[config.mk]
export PLATFORM = sky130hd
export DESIGN_NAME = pwm_output_action_logic
export DESIGN_NICKNAME = d
export VERILOG_FILES = /design/src/verilog/pwm_action_pkg.sv /design/src/verilog/pwm_event_qualify.sv /design/src/verilog/pwm_action_resolve.sv /design/src/verilog/pwm_output_action_logic.sv
export VERILOG_INCLUDE_DIRS = /design/src /design/src/verilog
export SDC_FILE = /design/constraint.sdc
export NUM_CORES = 1
export LEC_CHECK = 0
export ABC_CLOCK_PERIOD_IN_PS = 1900
export BUFFER_PORTS_ARGS = -buffer_cell sky130_fd_sc_hd__buf_2
export CORE_ASPECT_RATIO = 1.75
export CORE_MARGIN = 2
export CORE_UTILIZATION = 55
export CTS_BUF_LIST = sky130_fd_sc_hd__clkbuf_4 sky130_fd_sc_hd__clkbuf_8
export CTS_CLUSTER_SIZE = 14
export DETAILED_ROUTE_END_ITERATION = 8
export GPL_ROUTABILITY_DRIVEN = 0
export PLACE_DENSITY = 0.9
export SETUP_SLACK_MARGIN = 0.4
export SLEW_MARGIN = 20
export SYNTH_ARGS = -nofsm -noshare
export SYNTH_HDL_FRONTEND = slang
export SYNTH_HIERARCHICAL = 1
export SYNTH_SLANG_ARGS = --single-unit
[constraint.sdc]
create_clock -name CLK -period 1.9 [get_ports CLK]
set_input_delay 0.095 -clock CLK [delete_from_list [all_inputs] [get_ports CLK]]
set_output_delay 0.095 -clock CLK [all_outputs]
set_load 0.02 [all_outputs]
[src/verilog/pwm_action_regs.svh]
/*
 * Register offsets, field positions, reset values and write mask of the
 * PWM output-action block.
 * Assumes byte addresses on a 12-bit register port with 32-bit data.
 */
`ifndef PWM_ACTION_REGS_SVH
`define PWM_ACTION_REGS_SVH

// ----------------------------------------------------------------------
// register offsets
// ----------------------------------------------------------------------
`define OFF_GEN0_OUT_A 12'h060
`define OFF_GEN1_OUT_A 12'h0a0
`define OFF_GEN2_OUT_A 12'h0e0
`define OFF_GEN0_OUT_B 12'h064
`define OFF_GEN1_OUT_B 12'h0a4
`define OFF_GEN2_OUT_B 12'h0e4
`define OFF_GEN_MODE 12'h100
`define OFF_OUT_STATUS 12'h104

// ----------------------------------------------------------------------
// field positions (low bit of each 2-bit field)
// ----------------------------------------------------------------------
`define FLD_ZERO 0
`define FLD_LOAD 2
`define FLD_CMP_A_UP 4
`define FLD_CMP_A_DOWN 6
`define FLD_CMP_B_UP 8
`define FLD_CMP_B_DOWN 10
`define ACTION_FIELD_W 12
`define ACTION_WR_MASK 12'hfff

// ----------------------------------------------------------------------
// reset values and misc
// ----------------------------------------------------------------------
`define ACTION_RESET 12'h000
`define MODE_RESET 3'h0
`define RDATA_RESET 32'h0000_0000
`define MAX_GEN 3

`endif

[src/verilog/pwm_action_pkg.sv]
/*
 * Types shared by the PWM output-action block.
 * Assumes the constants header is included by each module that needs it.
 */
package pwm_action_pkg;

    // ----------------------------------------------------------------------
    // output action encoding
    // ----------------------------------------------------------------------
    typedef enum logic [1:0] {
        ACT_HOLD   = 2'b00,
        ACT_TOGGLE = 2'b01,
        ACT_LOW    = 2'b10,
        ACT_HIGH   = 2'b11
    } action_t;

    typedef logic [11:0] action_field_t;

endpackage

[src/verilog/pwm_event_qualify.sv]
/*
 * Qualifies one generator's counter events by counting mode and direction.
 * Assumes the counter pulses are one cycle wide and synchronous to CLK.
 */
`timescale 1ns/1ps

module pwm_event_qualify (
    // counting mode and direction
    input wire logic updown_mode,
    input wire logic dir_up,
    // raw counter pulses
    input wire logic zero_pulse,
    input wire logic load_pulse,
    input wire logic cmp_a_match,
    input wire logic cmp_b_match,
    // qualified events
    output logic ev_zero,
    output logic ev_load,
    output logic ev_cmp_a_up,
    output logic ev_cmp_a_down,
    output logic ev_cmp_b_up,
    output logic ev_cmp_b_down
);

    logic counting_up;

    // down-only mode never counts up
    assign counting_up = updown_mode & dir_up;
    assign ev_zero = zero_pulse;
    assign ev_load = load_pulse;
    assign ev_cmp_a_up = cmp_a_match & counting_up;
    assign ev_cmp_b_up = cmp_b_match & counting_up;
    assign ev_cmp_a_down = cmp_a_match & ~counting_up;
    assign ev_cmp_b_down = cmp_b_match & ~counting_up;

endmodule

[src/verilog/pwm_action_resolve.sv]
/*
 * Resolves coinciding events for one PWM output and holds its level.
 * Assumes qualified events from pwm_event_qualify and a stable action field.
 */
`timescale 1ns/1ps
`include "pwm_action_regs.svh"

module pwm_action_resolve #(
    parameter bit PREFER_CMP_B = 1'b0
) (
    // clock and reset
    input wire logic clk,
    input wire logic reset_n,
    // action settings
    input wire logic [11:0] action_field,
    // qualified events
    input wire logic ev_zero,
    input wire logic ev_load,
    input wire logic ev_cmp_a_up,
    input wire logic ev_cmp_a_down,
    input wire logic ev_cmp_b_up,
    input wire logic ev_cmp_b_down,
    // output level
    output logic level
);

    logic next_level;
    pwm_action_pkg::action_t win_action;
    logic ev_a;
    logic ev_b;

    function automatic pwm_action_pkg::action_t field_at(input logic [11:0] f,
                                                          input int pos);
        return pwm_action_pkg::action_t'(f[pos +: 2]);
    endfunction

    assign ev_a = ev_cmp_a_up | ev_cmp_a_down;
    assign ev_b = ev_cmp_b_up | ev_cmp_b_down;

    // ----------------------------------------------------------------------
    // event priority
    // ----------------------------------------------------------------------
    always_comb begin
        win_action = pwm_action_pkg::ACT_HOLD;
        if (ev_zero) begin
            win_action = field_at(action_field, `FLD_ZERO);
        end else if (ev_load) begin
            win_action = field_at(action_field, `FLD_LOAD);
        end else if (ev_b && (PREFER_CMP_B || !ev_a)) begin
            // second output prefers compare B, first prefers compare A
            if (ev_cmp_b_up) begin
                win_action = field_at(action_field, `FLD_CMP_B_UP);
            end else begin
                win_action = field_at(action_field, `FLD_CMP_B_DOWN);
            end
        end else if (ev_a) begin
            if (ev_cmp_a_up) begin
                win_action = field_at(action_field, `FLD_CMP_A_UP);
            end else begin
                win_action = field_at(action_field, `FLD_CMP_A_DOWN);
            end
        end
    end

    // ----------------------------------------------------------------------
    // action decode
    // ----------------------------------------------------------------------
    always_comb begin
        case (win_action)
            pwm_action_pkg::ACT_HOLD: next_level = level;
            pwm_action_pkg::ACT_TOGGLE: next_level = ~level;
            pwm_action_pkg::ACT_LOW: next_level = 1'b0;
            pwm_action_pkg::ACT_HIGH: next_level = 1'b1;
            default: next_level = level;
        endcase
    end

    always_ff @(posedge clk or negedge reset_n) begin
        if (!reset_n) begin
            level <= 1'b0;
        end else begin
            level <= next_level;
        end
    end

endmodule

[src/verilog/pwm_output_action_logic.sv]
/*
 * Output-action logic for up to three PWM generators, two outputs each,
 * with the action registers, mode register and output status readback.
 * Assumes the counter and comparators deliver one-cycle pulses on CLK and
 * a master on the register port that never issues read and write together.
 */
//
// Notes on behaviour
// - field code 0 holds, 1 toggles, 2 drives low, 3 drives high.
// - bits 5:4 act on compare-A up match, only in up/down mode.
// - bits 3:2 act when the counter equals the load value.
// - bits 1:0 act when the counter reaches zero.
// - each generator's second output has its own register at 0x064/0x0A4/0x0E4.
// - down mode gives four event kinds, up/down mode all six.
// - zero or load beats any coinciding compare event.
// - second output: compare B beats coinciding compare A.
// - first output: compare A beats coinciding compare B.
// - bits 11:10 act on compare-B down match.
// - bits 9:8 compare-B up (up/down only); bits 7:6 compare-A down.
`timescale 1ns/1ps
`include "pwm_action_regs.svh"

module pwm_output_action_logic #(
    parameter int NUM_GEN = 3
) (
    // clock and reset
    input wire logic CLK,
    input wire logic RESET_N,
    // register port
    input wire logic [11:0] ADDR,
    input wire logic [31:0] WDATA,
    input wire logic WR_EN,
    input wire logic RD_EN,
    output logic [31:0] RDATA,
    // counter events, one bit per generator
    input wire logic [NUM_GEN-1:0] ZERO_PULSE,
    input wire logic [NUM_GEN-1:0] LOAD_PULSE,
    input wire logic [NUM_GEN-1:0] CMP_A_MATCH,
    input wire logic [NUM_GEN-1:0] CMP_B_MATCH,
    input wire logic [NUM_GEN-1:0] COUNT_DIR_UP,
    // pwm outputs
    output logic [NUM_GEN-1:0] GEN_OUT_FIRST,
    output logic [NUM_GEN-1:0] GEN_OUT_SECOND
);

    // ----------------------------------------------------------------------
    // parameter check
    // ----------------------------------------------------------------------
    if (NUM_GEN < 1 || NUM_GEN > `MAX_GEN) begin : g_bad_num_gen
        $error("NUM_GEN must lie between 1 and 3");
    end

    // ----------------------------------------------------------------------
    // address decode
    // ----------------------------------------------------------------------
    function automatic logic [11:0] first_offset(input int g);
        case (g)
            0: return `OFF_GEN0_OUT_A;
            1: return `OFF_GEN1_OUT_A;
            2: return `OFF_GEN2_OUT_A;
            default: return `OFF_GEN0_OUT_A;
        endcase
    endfunction

    function automatic logic [11:0] second_offset(input int g);
        case (g)
            0: return `OFF_GEN0_OUT_B;
            1: return `OFF_GEN1_OUT_B;
            2: return `OFF_GEN2_OUT_B;
            default: return `OFF_GEN0_OUT_B;
        endcase
    endfunction

    function automatic logic hits(input logic [11:0] a, input logic [11:0] off);
        return a == off;
    endfunction

    // ----------------------------------------------------------------------
    // register state
    // ----------------------------------------------------------------------
    logic [11:0] first_action [NUM_GEN];
    logic [11:0] second_action [NUM_GEN];
    logic [11:0] next_first_action [NUM_GEN];
    logic [11:0] next_second_action [NUM_GEN];
    logic [NUM_GEN-1:0] generator_control;
    logic [NUM_GEN-1:0] next_generator_control;
    logic [31:0] next_rdata;

    always_comb begin
        for (int g = 0; g < NUM_GEN; g++) begin
            next_first_action[g] = first_action[g];
            next_second_action[g] = second_action[g];
            if (WR_EN && hits(ADDR, first_offset(g))) begin
                next_first_action[g] = WDATA[11:0] & `ACTION_WR_MASK;
            end
            // one register per generator for the second output
            if (WR_EN && hits(ADDR, second_offset(g))) begin
                next_second_action[g] = WDATA[11:0] & `ACTION_WR_MASK;
            end
        end
        next_generator_control = generator_control;
        if (WR_EN && hits(ADDR, `OFF_GEN_MODE)) begin
            next_generator_control = WDATA[NUM_GEN-1:0];
        end
    end

    always_ff @(posedge CLK or negedge RESET_N) begin
        if (!RESET_N) begin
            for (int g = 0; g < NUM_GEN; g++) begin
                first_action[g] <= `ACTION_RESET;
                second_action[g] <= `ACTION_RESET;
            end
            generator_control <= NUM_GEN'(`MODE_RESET);
        end else begin
            for (int g = 0; g < NUM_GEN; g++) begin
                first_action[g] <= next_first_action[g];
                second_action[g] <= next_second_action[g];
            end
            generator_control <= next_generator_control;
        end
    end

    // ----------------------------------------------------------------------
    // read path
    // ----------------------------------------------------------------------
    always_comb begin
        next_rdata = `RDATA_RESET;
        if (RD_EN) begin
            for (int g = 0; g < NUM_GEN; g++) begin
                if (hits(ADDR, first_offset(g))) begin
                    next_rdata = {20'h0_0000, first_action[g]};
                end
                if (hits(ADDR, second_offset(g))) begin
                    next_rdata = {20'h0_0000, second_action[g]};
                end
            end
            if (hits(ADDR, `OFF_GEN_MODE)) begin
                next_rdata[NUM_GEN-1:0] = generator_control;
            end
            if (hits(ADDR, `OFF_OUT_STATUS)) begin
                next_rdata[NUM_GEN-1:0] = GEN_OUT_FIRST;
                next_rdata[NUM_GEN+3:4] = GEN_OUT_SECOND;
            end
        end
    end

    always_ff @(posedge CLK or negedge RESET_N) begin
        if (!RESET_N) begin
            RDATA <= `RDATA_RESET;
        end else begin
            RDATA <= next_rdata;
        end
    end

    // ----------------------------------------------------------------------
    // per-generator event and output logic
    // ----------------------------------------------------------------------
    for (genvar g = 0; g < NUM_GEN; g++) begin : g_gen
        logic ev_zero;
        logic ev_load;
        logic ev_cmp_a_up;
        logic ev_cmp_a_down;
        logic ev_cmp_b_up;
        logic ev_cmp_b_down;

        // mode bit decides which compare events exist
        pwm_event_qualify u_qualify (
            .updown_mode(generator_control[g]),
            .dir_up(COUNT_DIR_UP[g]),
            .zero_pulse(ZERO_PULSE[g]),
            .load_pulse(LOAD_PULSE[g]),
            .cmp_a_match(CMP_A_MATCH[g]),
            .cmp_b_match(CMP_B_MATCH[g]),
            .ev_zero(ev_zero),
            .ev_load(ev_load),
            .ev_cmp_a_up(ev_cmp_a_up),
            .ev_cmp_a_down(ev_cmp_a_down),
            .ev_cmp_b_up(ev_cmp_b_up),
            .ev_cmp_b_down(ev_cmp_b_down)
        );

        // first output favours compare A
        pwm_action_resolve #(
            .PREFER_CMP_B(1'b0)
        ) u_first (
            .clk(CLK),
            .reset_n(RESET_N),
            .action_field(first_action[g]),
            .ev_zero(ev_zero),
            .ev_load(ev_load),
            .ev_cmp_a_up(ev_cmp_a_up),
            .ev_cmp_a_down(ev_cmp_a_down),
            .ev_cmp_b_up(ev_cmp_b_up),
            .ev_cmp_b_down(ev_cmp_b_down),
            .level(GEN_OUT_FIRST[g])
        );

        // second output favours compare B
        pwm_action_resolve #(
            .PREFER_CMP_B(1'b1)
        ) u_second (
            .clk(CLK),
            .reset_n(RESET_N),
            .action_field(second_action[g]),
            .ev_zero(ev_zero),
            .ev_load(ev_load),
            .ev_cmp_a_up(ev_cmp_a_up),
            .ev_cmp_a_down(ev_cmp_a_down),
            .ev_cmp_b_up(ev_cmp_b_up),
            .ev_cmp_b_down(ev_cmp_b_down),
            .level(GEN_OUT_SECOND[g])
        );
    end

endmodule

==> results of run 1 <==
[registers in the layout, summed over array words and instances (netlist names)]
name                  cells
g_gen.u_first/level       3
g_gen.u_second/level      3
second_action            36
RDATA                    12
generator_control         3
first_action             36
[synth_stat cells, drive strengths merged (4+ instances only)]
cell type / n
nor2: 12
xnor2: 6
o21ai: 27
nor3: 9
nand4: 4
a221oi: 6
nor4: 8
and3: 10
a21boi: 6
dfrtp: 93
o21a: 4
and2b: 6
nand2: 59
a22oi: 5
o41ai: 6
a21oi: 30
nand3b: 13
nand3: 9
a211oi: 18
nor2b: 9
mux2: 78
buf: 44
[kinds of logic (layout without fill, tap and decap cells)]
| family | count (synthesis) | count (layout) | synth area share (%) |
|---|---|---|---|
| xor+xnor | 6 | 6 | 0.962 |
| compound gates | 123 | 123 | 16.2 |
| other cells | 1 | 20 | 0.0687 |
| mux | 81 | 81 | 18.7 |
| buf+inv | 51 | 106 | 6.23 |
| simple gates | 148 | 149 | 15.2 |
| flops | 93 | 93 | 42.6 |
[how the worst max path moves through the flow]
| stage | startpoint | to | slack [ns] | cells after the start |
|---|---|---|---|---|
| 6_report | generator_control[2] | g_gen[2].u_first/level | 0.31 | 5 |
| 5_1_grt | generator_control[2] | g_gen[2].u_first/level | 0.23 | 6 |
| 4_1_cts | generator_control[2] | g_gen[2].u_first/level | 0.35 | 6 |
| 3_5_place_dp | ADDR[8] | second_action[2] | 0.10 | 6 |
| 3_3_place_gp | ADDR[8] | second_action[9] | 0.18 | 6 |
| 2_1_floorplan | ADDR[7] | first_action[25] | 0.41 | 6 |
[placed cells by master (no fill, tap or decap), types with 9 or more instances in the layout]
| master | count |
|---|---|
| conb_1 | 20 |
| nor2b_1 | 9 |
| buf_2 | 58 |
| a211oi_2 | 16 |
| dfrtp_1 | 90 |
| nor2_1 | 11 |
| o21ai_0 | 18 |
| nand2_1 | 57 |
| nand3b_1 | 13 |
| a21oi_1 | 30 |
| mux2_4 | 30 |
| mux2_2 | 48 |
| clkbuf_8 | 11 |
| buf_4 | 22 |
| o21ai_1 | 9 |
[layer usage]
layer	vias to the layer above	part of all wire, %	wire length, um	global-route usage (%)
met5	-	0	0	0
met4	0	9.8	1620	24.2
met3	125	8.3	1360	6.11
met2	384	50	8180	53.4
met1	2237	32	5330	33.3
li1	1966	-	-	-
[what timing repair did]
| item | CTS | global route |
|---|---|---|
| pin swaps | 3 | 12 |
| endpoints found under the hold margin | 38 | 0 |
| resized for setup | 30 | 15 |
| endpoints found under the setup margin | 6 | 9 |
| hold buffers | 1 | 0 |
| gates cloned | 0 | 1 |
| setup buffers | 0 | 4 |
[power by group through the flow]
stage / logic [W] / clock network [W] / registers [W]
3_5_place_dp: 0.000686 / 0 / 0.00216
6_report: 0.000736 / 0.00150 / 0.00213
4_1_cts: 0.000704 / 0.00151 / 0.00212
3_3_place_gp: 0.000664 / 0 / 0.00216
5_1_grt: 0.000782 / 0.00160 / 0.00213
2_1_floorplan: 0.000367 / 0 / 0.00222
[worst reg2reg max path: stages (launching register included)]
cell	delay [ns]
dfrtp_2	0.48
and3_4	0.25
nand3b_1	0.17
a211oi_2	0.35
o41ai_2	0.10
xnor2_1	0.13
[metrics by stage]
| stage | hold slack [ns] | instance area (um^2) | util (%) | power (W) |
|---|---|---|---|---|
| 2_1_floorplan | -0.201 | 5540 | - | 0.00258 |
| 3_3_place_gp | 0.0998 | 5840 | 59.6 | 0.00282 |
| 3_5_place_dp | 0.105 | 5840 | 59.6 | 0.00285 |
| 4_1_cts | 0.0650 | 6180 | 63.2 | 0.00433 |
| 5_1_grt | 0.0748 | 6280 | 64.2 | 0.00452 |
| 6_report | 0.0918 | 6280 | 64.2 | 0.00436 |
[area by class of cell]
class | count | area [um^2]
inverter | 4 | 15.0
multi-input combinational | 379 | 3030
tap | 125 | 156
clock buffer | 12 | 159
clock inverter | 4 | 70.1
sequential | 93 | 2330
fill | 702 | 3510
timing repair buffer | 86 | 527
==> results.cfg, run 1 <==
[critical_path]
rr_worst_depth = 5
cp.arrival_ns = 1.84
cp-end-kind = register
cpLargestDelayFamily = flip-flops
critPathMaxFanout = 8
cp.required_ns = 2.15
path_cells = and3_4 > nand3b_1 > a211oi_2 > o41ai_2 > xnor2_1
regToRegStartpoint = generator_control[2]
crit_type = register to register
reg2reg_to = g_gen[2].u_first/level
critPathSlowestCell = dfrtp_2
r2r_slack_ns = 0.31
path_buf_inv = 0
cp_slowest_stage_delay_ns = 0.48
critPathLaunchType = register

[synth]
synth_flop_cell = dfrtp_1
async_flop_share_pct = 100
synth.yosys.seq_area_share_pct = 42.6
syn_area_per_cell_um2 = 10.9
ys_top_cells_by_area = dfrtp_1, mux2_2, mux2_4, nand2_1, buf_4
syn-cell-area_mm2 = 0.00546
yosysTopAreaCell = dfrtp_1
synth_top_area_share_pct = 42.6
ys_seq_elements = 93
yosysWarningCount = 6
synthCells = 503
synthDistinctLibCells = 59
synth-edff-count = 0

[layout]
antenna_cells = 0
stdcell_count = 703
areaGrowthSynthToFinish_pct = 15.1
drive_gt1_share_pct = 40.7
final_nets = 636

[clock_network]
cts_buffers = 9
worstSkewPairLatency_ns = 0.36
cts.clk_slew.worst_paths_ns = 0.08
htreeDepth = 3
cts_sinks = 93
clockBufferDepth = 2
cts-root-buf = clkbuf_8
cts_tree = yes

[timing]
tightestPinTransition_ns = 0.529
skew_ns = 0.00844
final-setup-viol-count = 0
tns_ns = 0
fmax_mhz = 628
hold_violations = 0
maxSlewHeadroom_pct = 64.7
fin_ws_ns = 0.308
rsz0062_at_grt = true
drv_slew = 0
period_minus_slack_ns = 1.59
fin_crit_sh_pct = 83.8

[power]
seqPwrFrac_pct = 48.8
internal-power_w = 0.00313
irDropWorstVdd_v = 0.000431
leakage_nw = 2.95
p_sw_share_pct = 28.2
comb_power_share_pct = 16.9
switchingPower_w = 0.00123
power_density_mw_per_mm2 = 694
clkPwrFrac_pct = 34.3

[grt]
grt_pass1_wl_um = 24800
grt_util_all_layers_pct = 31.3
antenna_found_initial = 0
grt_pass1_vias = 4615
grt_overflow = 0
grt_start_max_net_pins = 42

[detailed_routing]
wirelength_um = 16500
routedWlPerCell_um = 23.5
drt_iter0_drc = 561
viasPerCell = 6.70
ant_nets = 0
num_vias = 4712
drc = 0
drt-pass1-iter-count = 6

[floorplan]
start_util_pct = 55.8
die_w_um = 79.3
rows = 48
die_area_mm2 = 0.0108
pin_count = 101
die_h_um = 136
coreArea_mm2 = 0.00979

[run]
drv_cap = 0

[place]
dp_cells = 681
dp_hpwl_um = 11500
io_buffers = 60
dp_slack_ns = 0.102

[hold_path]
whs_endpoint = RDATA[1]
hold_path_class = input port to register
holdPathStages = 3
hold_start = RD_EN

[outcome]
outcome = completed
No activity file was read; power rests on OpenSTA's default activity.
==> run 2: changes to the inputs <==
--- a/config.mk
+++ b/config.mk
@@ -6,7 +6,7 @@
 export SDC_FILE = /design/constraint.sdc
 export NUM_CORES = 1
 export LEC_CHECK = 0
-export ABC_CLOCK_PERIOD_IN_PS = 1900
+export ABC_CLOCK_PERIOD_IN_PS = 1600
 export BUFFER_PORTS_ARGS = -buffer_cell sky130_fd_sc_hd__buf_2
 export CORE_ASPECT_RATIO = 1.75
 export CORE_MARGIN = 2
==> constraint.sdc (replaced) <==
create_clock -name CLK -period 1.6 [get_ports CLK]
set_input_delay 0.08 -clock CLK [delete_from_list [all_inputs] [get_ports CLK]]
set_output_delay 0.08 -clock CLK [all_outputs]
set_load 0.02 [all_outputs]
==> results.cfg, run 2 (synthesis gave the netlist of run 1 again) <==
[outcome]
outcome = complete, but fails checks
violations = negative setup slack

[floorplan]
coreArea_mm2 = 0.00979
die_area_mm2 = 0.0108
rows = 48
die_w_um = 79.3
pin_count = 101
die_h_um = 136
start_util_pct = 55.8

[power]
switchingPower_w = 0.00158
p_sw_share_pct = 30.2
seqPwrFrac_pct = 48.7
irDropWorstVdd_v = 0.000513
comb_power_share_pct = 17.5
leakage_nw = 3.22
clkPwrFrac_pct = 33.8
internal-power_w = 0.00365
power_density_mw_per_mm2 = 752

[detailed_routing]
drt_iter0_drc = 537
num_vias = 4941
ant_nets = 0
viasPerCell = 6.84
routedWlPerCell_um = 25.7
drc = 0
drt-pass1-iter-count = 6
wirelength_um = 18500

[layout]
areaGrowthSynthToFinish_pct = 27.2
drive_gt1_share_pct = 47.7
final_cell_mix = dfrtp_1, mux2_4, nand2_1, buf_2, buf_4
final_common_cell = dfrtp_1
fin_util_pct = 70.9
antenna_cells = 0
stdcell_count = 722
fillers = 581
biggestRegsByFlops = first_action (36), second_action (36), RDATA (12)
final_nets = 655

[place]
dp_cells = 687
dp_slack_ns = -0.0114
io_buffers = 60
dp_hpwl_um = 11900

[timing]
holdWs_ns = 0.0479
fin_ws_ns = -0.0360
tightestPinTransition_ns = 0.552
maxSlewHeadroom_pct = 62.8
drv_slew = 0
skew_ns = 0.0107
fmax_mhz = 611
period_minus_slack_ns = 1.64
final-setup-viol-count = 2
fin_crit_sh_pct = 102
hold_violations = 0
rsz0062_at_grt = true

[clock_network]
cts_sinks = 93
clockBufferDepth = 2
cts-root-buf = clkbuf_8
cts.clk_slew.worst_paths_ns = 0.09
htreeDepth = 3
worstSkewPairLatency_ns = 0.38
cts_tree = yes
cts_buffers = 9

[critical_path]
cp_slowest_stage_delay_ns = 0.53
cp-end-kind = register
path_buf_inv = 0
crit_type = register to register
path_cells = and3_4 > nand3b_1 > a211oi_2 > o41ai_2 > xnor2_1
critPathSlowestCell = dfrtp_2
critPathLaunchType = register
cp.required_ns = 1.87
cp.arrival_ns = 1.90
cpLargestDelayFamily = flip-flops
critPathMaxFanout = 10

[hold_path]
hold_path_class = input port to register

[grt]
antenna_found_initial = 0
grt_start_max_net_pins = 45
grt_overflow = 0
grt_pass1_vias = 4763
grt_util_all_layers_pct = 32.0
grt_pass1_wl_um = 25600

[run]
drv_cap = 0
-- run 2: cell count changes in the layout (fill, tap and decap cells not counted), sizes merged --
| cell | delta |
|---|---|
| or2 | +1 |
| clkbuf | -2 |
| inv | +1 |
| and3 | -1 |
| clkinvlp | +2 |
| buf | +18 |
-- run 2: final cells by class --
| class | count | area [um^2] | area share, % |
|---|---|---|---|
| Clock buffer | 9 | 124 | 1.78 |
| Sequential cell | 93 | 2330 | 33.6 |
| Tap cell | 125 | 156 | 2.25 |
| Clock inverter | 7 | 97.6 | 1.41 |
| Inverter | 4 | 15.0 | 0.216 |
| Timing Repair Buffer | 105 | 771 | 11.1 |
| Multi-Input combinational cell | 379 | 3450 | 49.7 |
-- run 2: worst paths after layout --
kind,slack (ns),cells past startpoint,start,to
setup / recovery,-0.04,5,generator_control[0],g_gen[0].u_first/level
hold / removal,0.05,2,WDATA[5],first_action[17]
setup reg to reg,-0.04,5,generator_control[0],g_gen[0].u_first/level
hold reg to reg,0.55,1,first_action[33],first_action[33]
max in group asynchronous,0.85,3,RESET_N,second_action[5]
min in group asynchronous,0.17,2,RESET_N,second_action[14]
-- run 2: through the flow --
stage | power (W) | TNS, ns | cell area (um^2)
finish | 0.00522 | -0.0449 | 6950
global route | 0.00538 | -0.104 | 6950
CTS | 0.00514 | 0 | 6470
detailed placement | 0.00341 | -0.0171 | 6130
global placement | 0.00338 | 0 | 6130
floorplan | 0.00309 | 0 | 5810
-- run 2: timing repair --
action,CTS,global route
setup buffers,7,8
endpoints found under the hold margin,82,0
pin swaps,10,19
hold buffers,1,0
setup endpoints to repair,10,63
gates resized for setup,10,83
cloned,0,3
-- run 2: power by group through the flow --
| stage | sequential [W] | combinational (W) | clock (W) |
|---|---|---|---|
| after floorplan | 0.00263 | 0.000461 | 0 |
| after global placement | 0.00257 | 0.000810 | 0 |
| after detailed placement | 0.00258 | 0.000831 | 0 |
| after CTS | 0.00253 | 0.000850 | 0.00176 |
| after global routing | 0.00255 | 0.000975 | 0.00186 |
| final | 0.00254 | 0.000915 | 0.00176 |
-- run 2: metal layers --
metal  vias up  part of all wire, %  global-route usage (%)
met5         -                    0                       0
li1       1993                    -                       -
met1      2398                   32                    35.1
met4         0                  8.9                    26.4
met2       398                   50                    53.6
met3       152                  9.3                    5.05
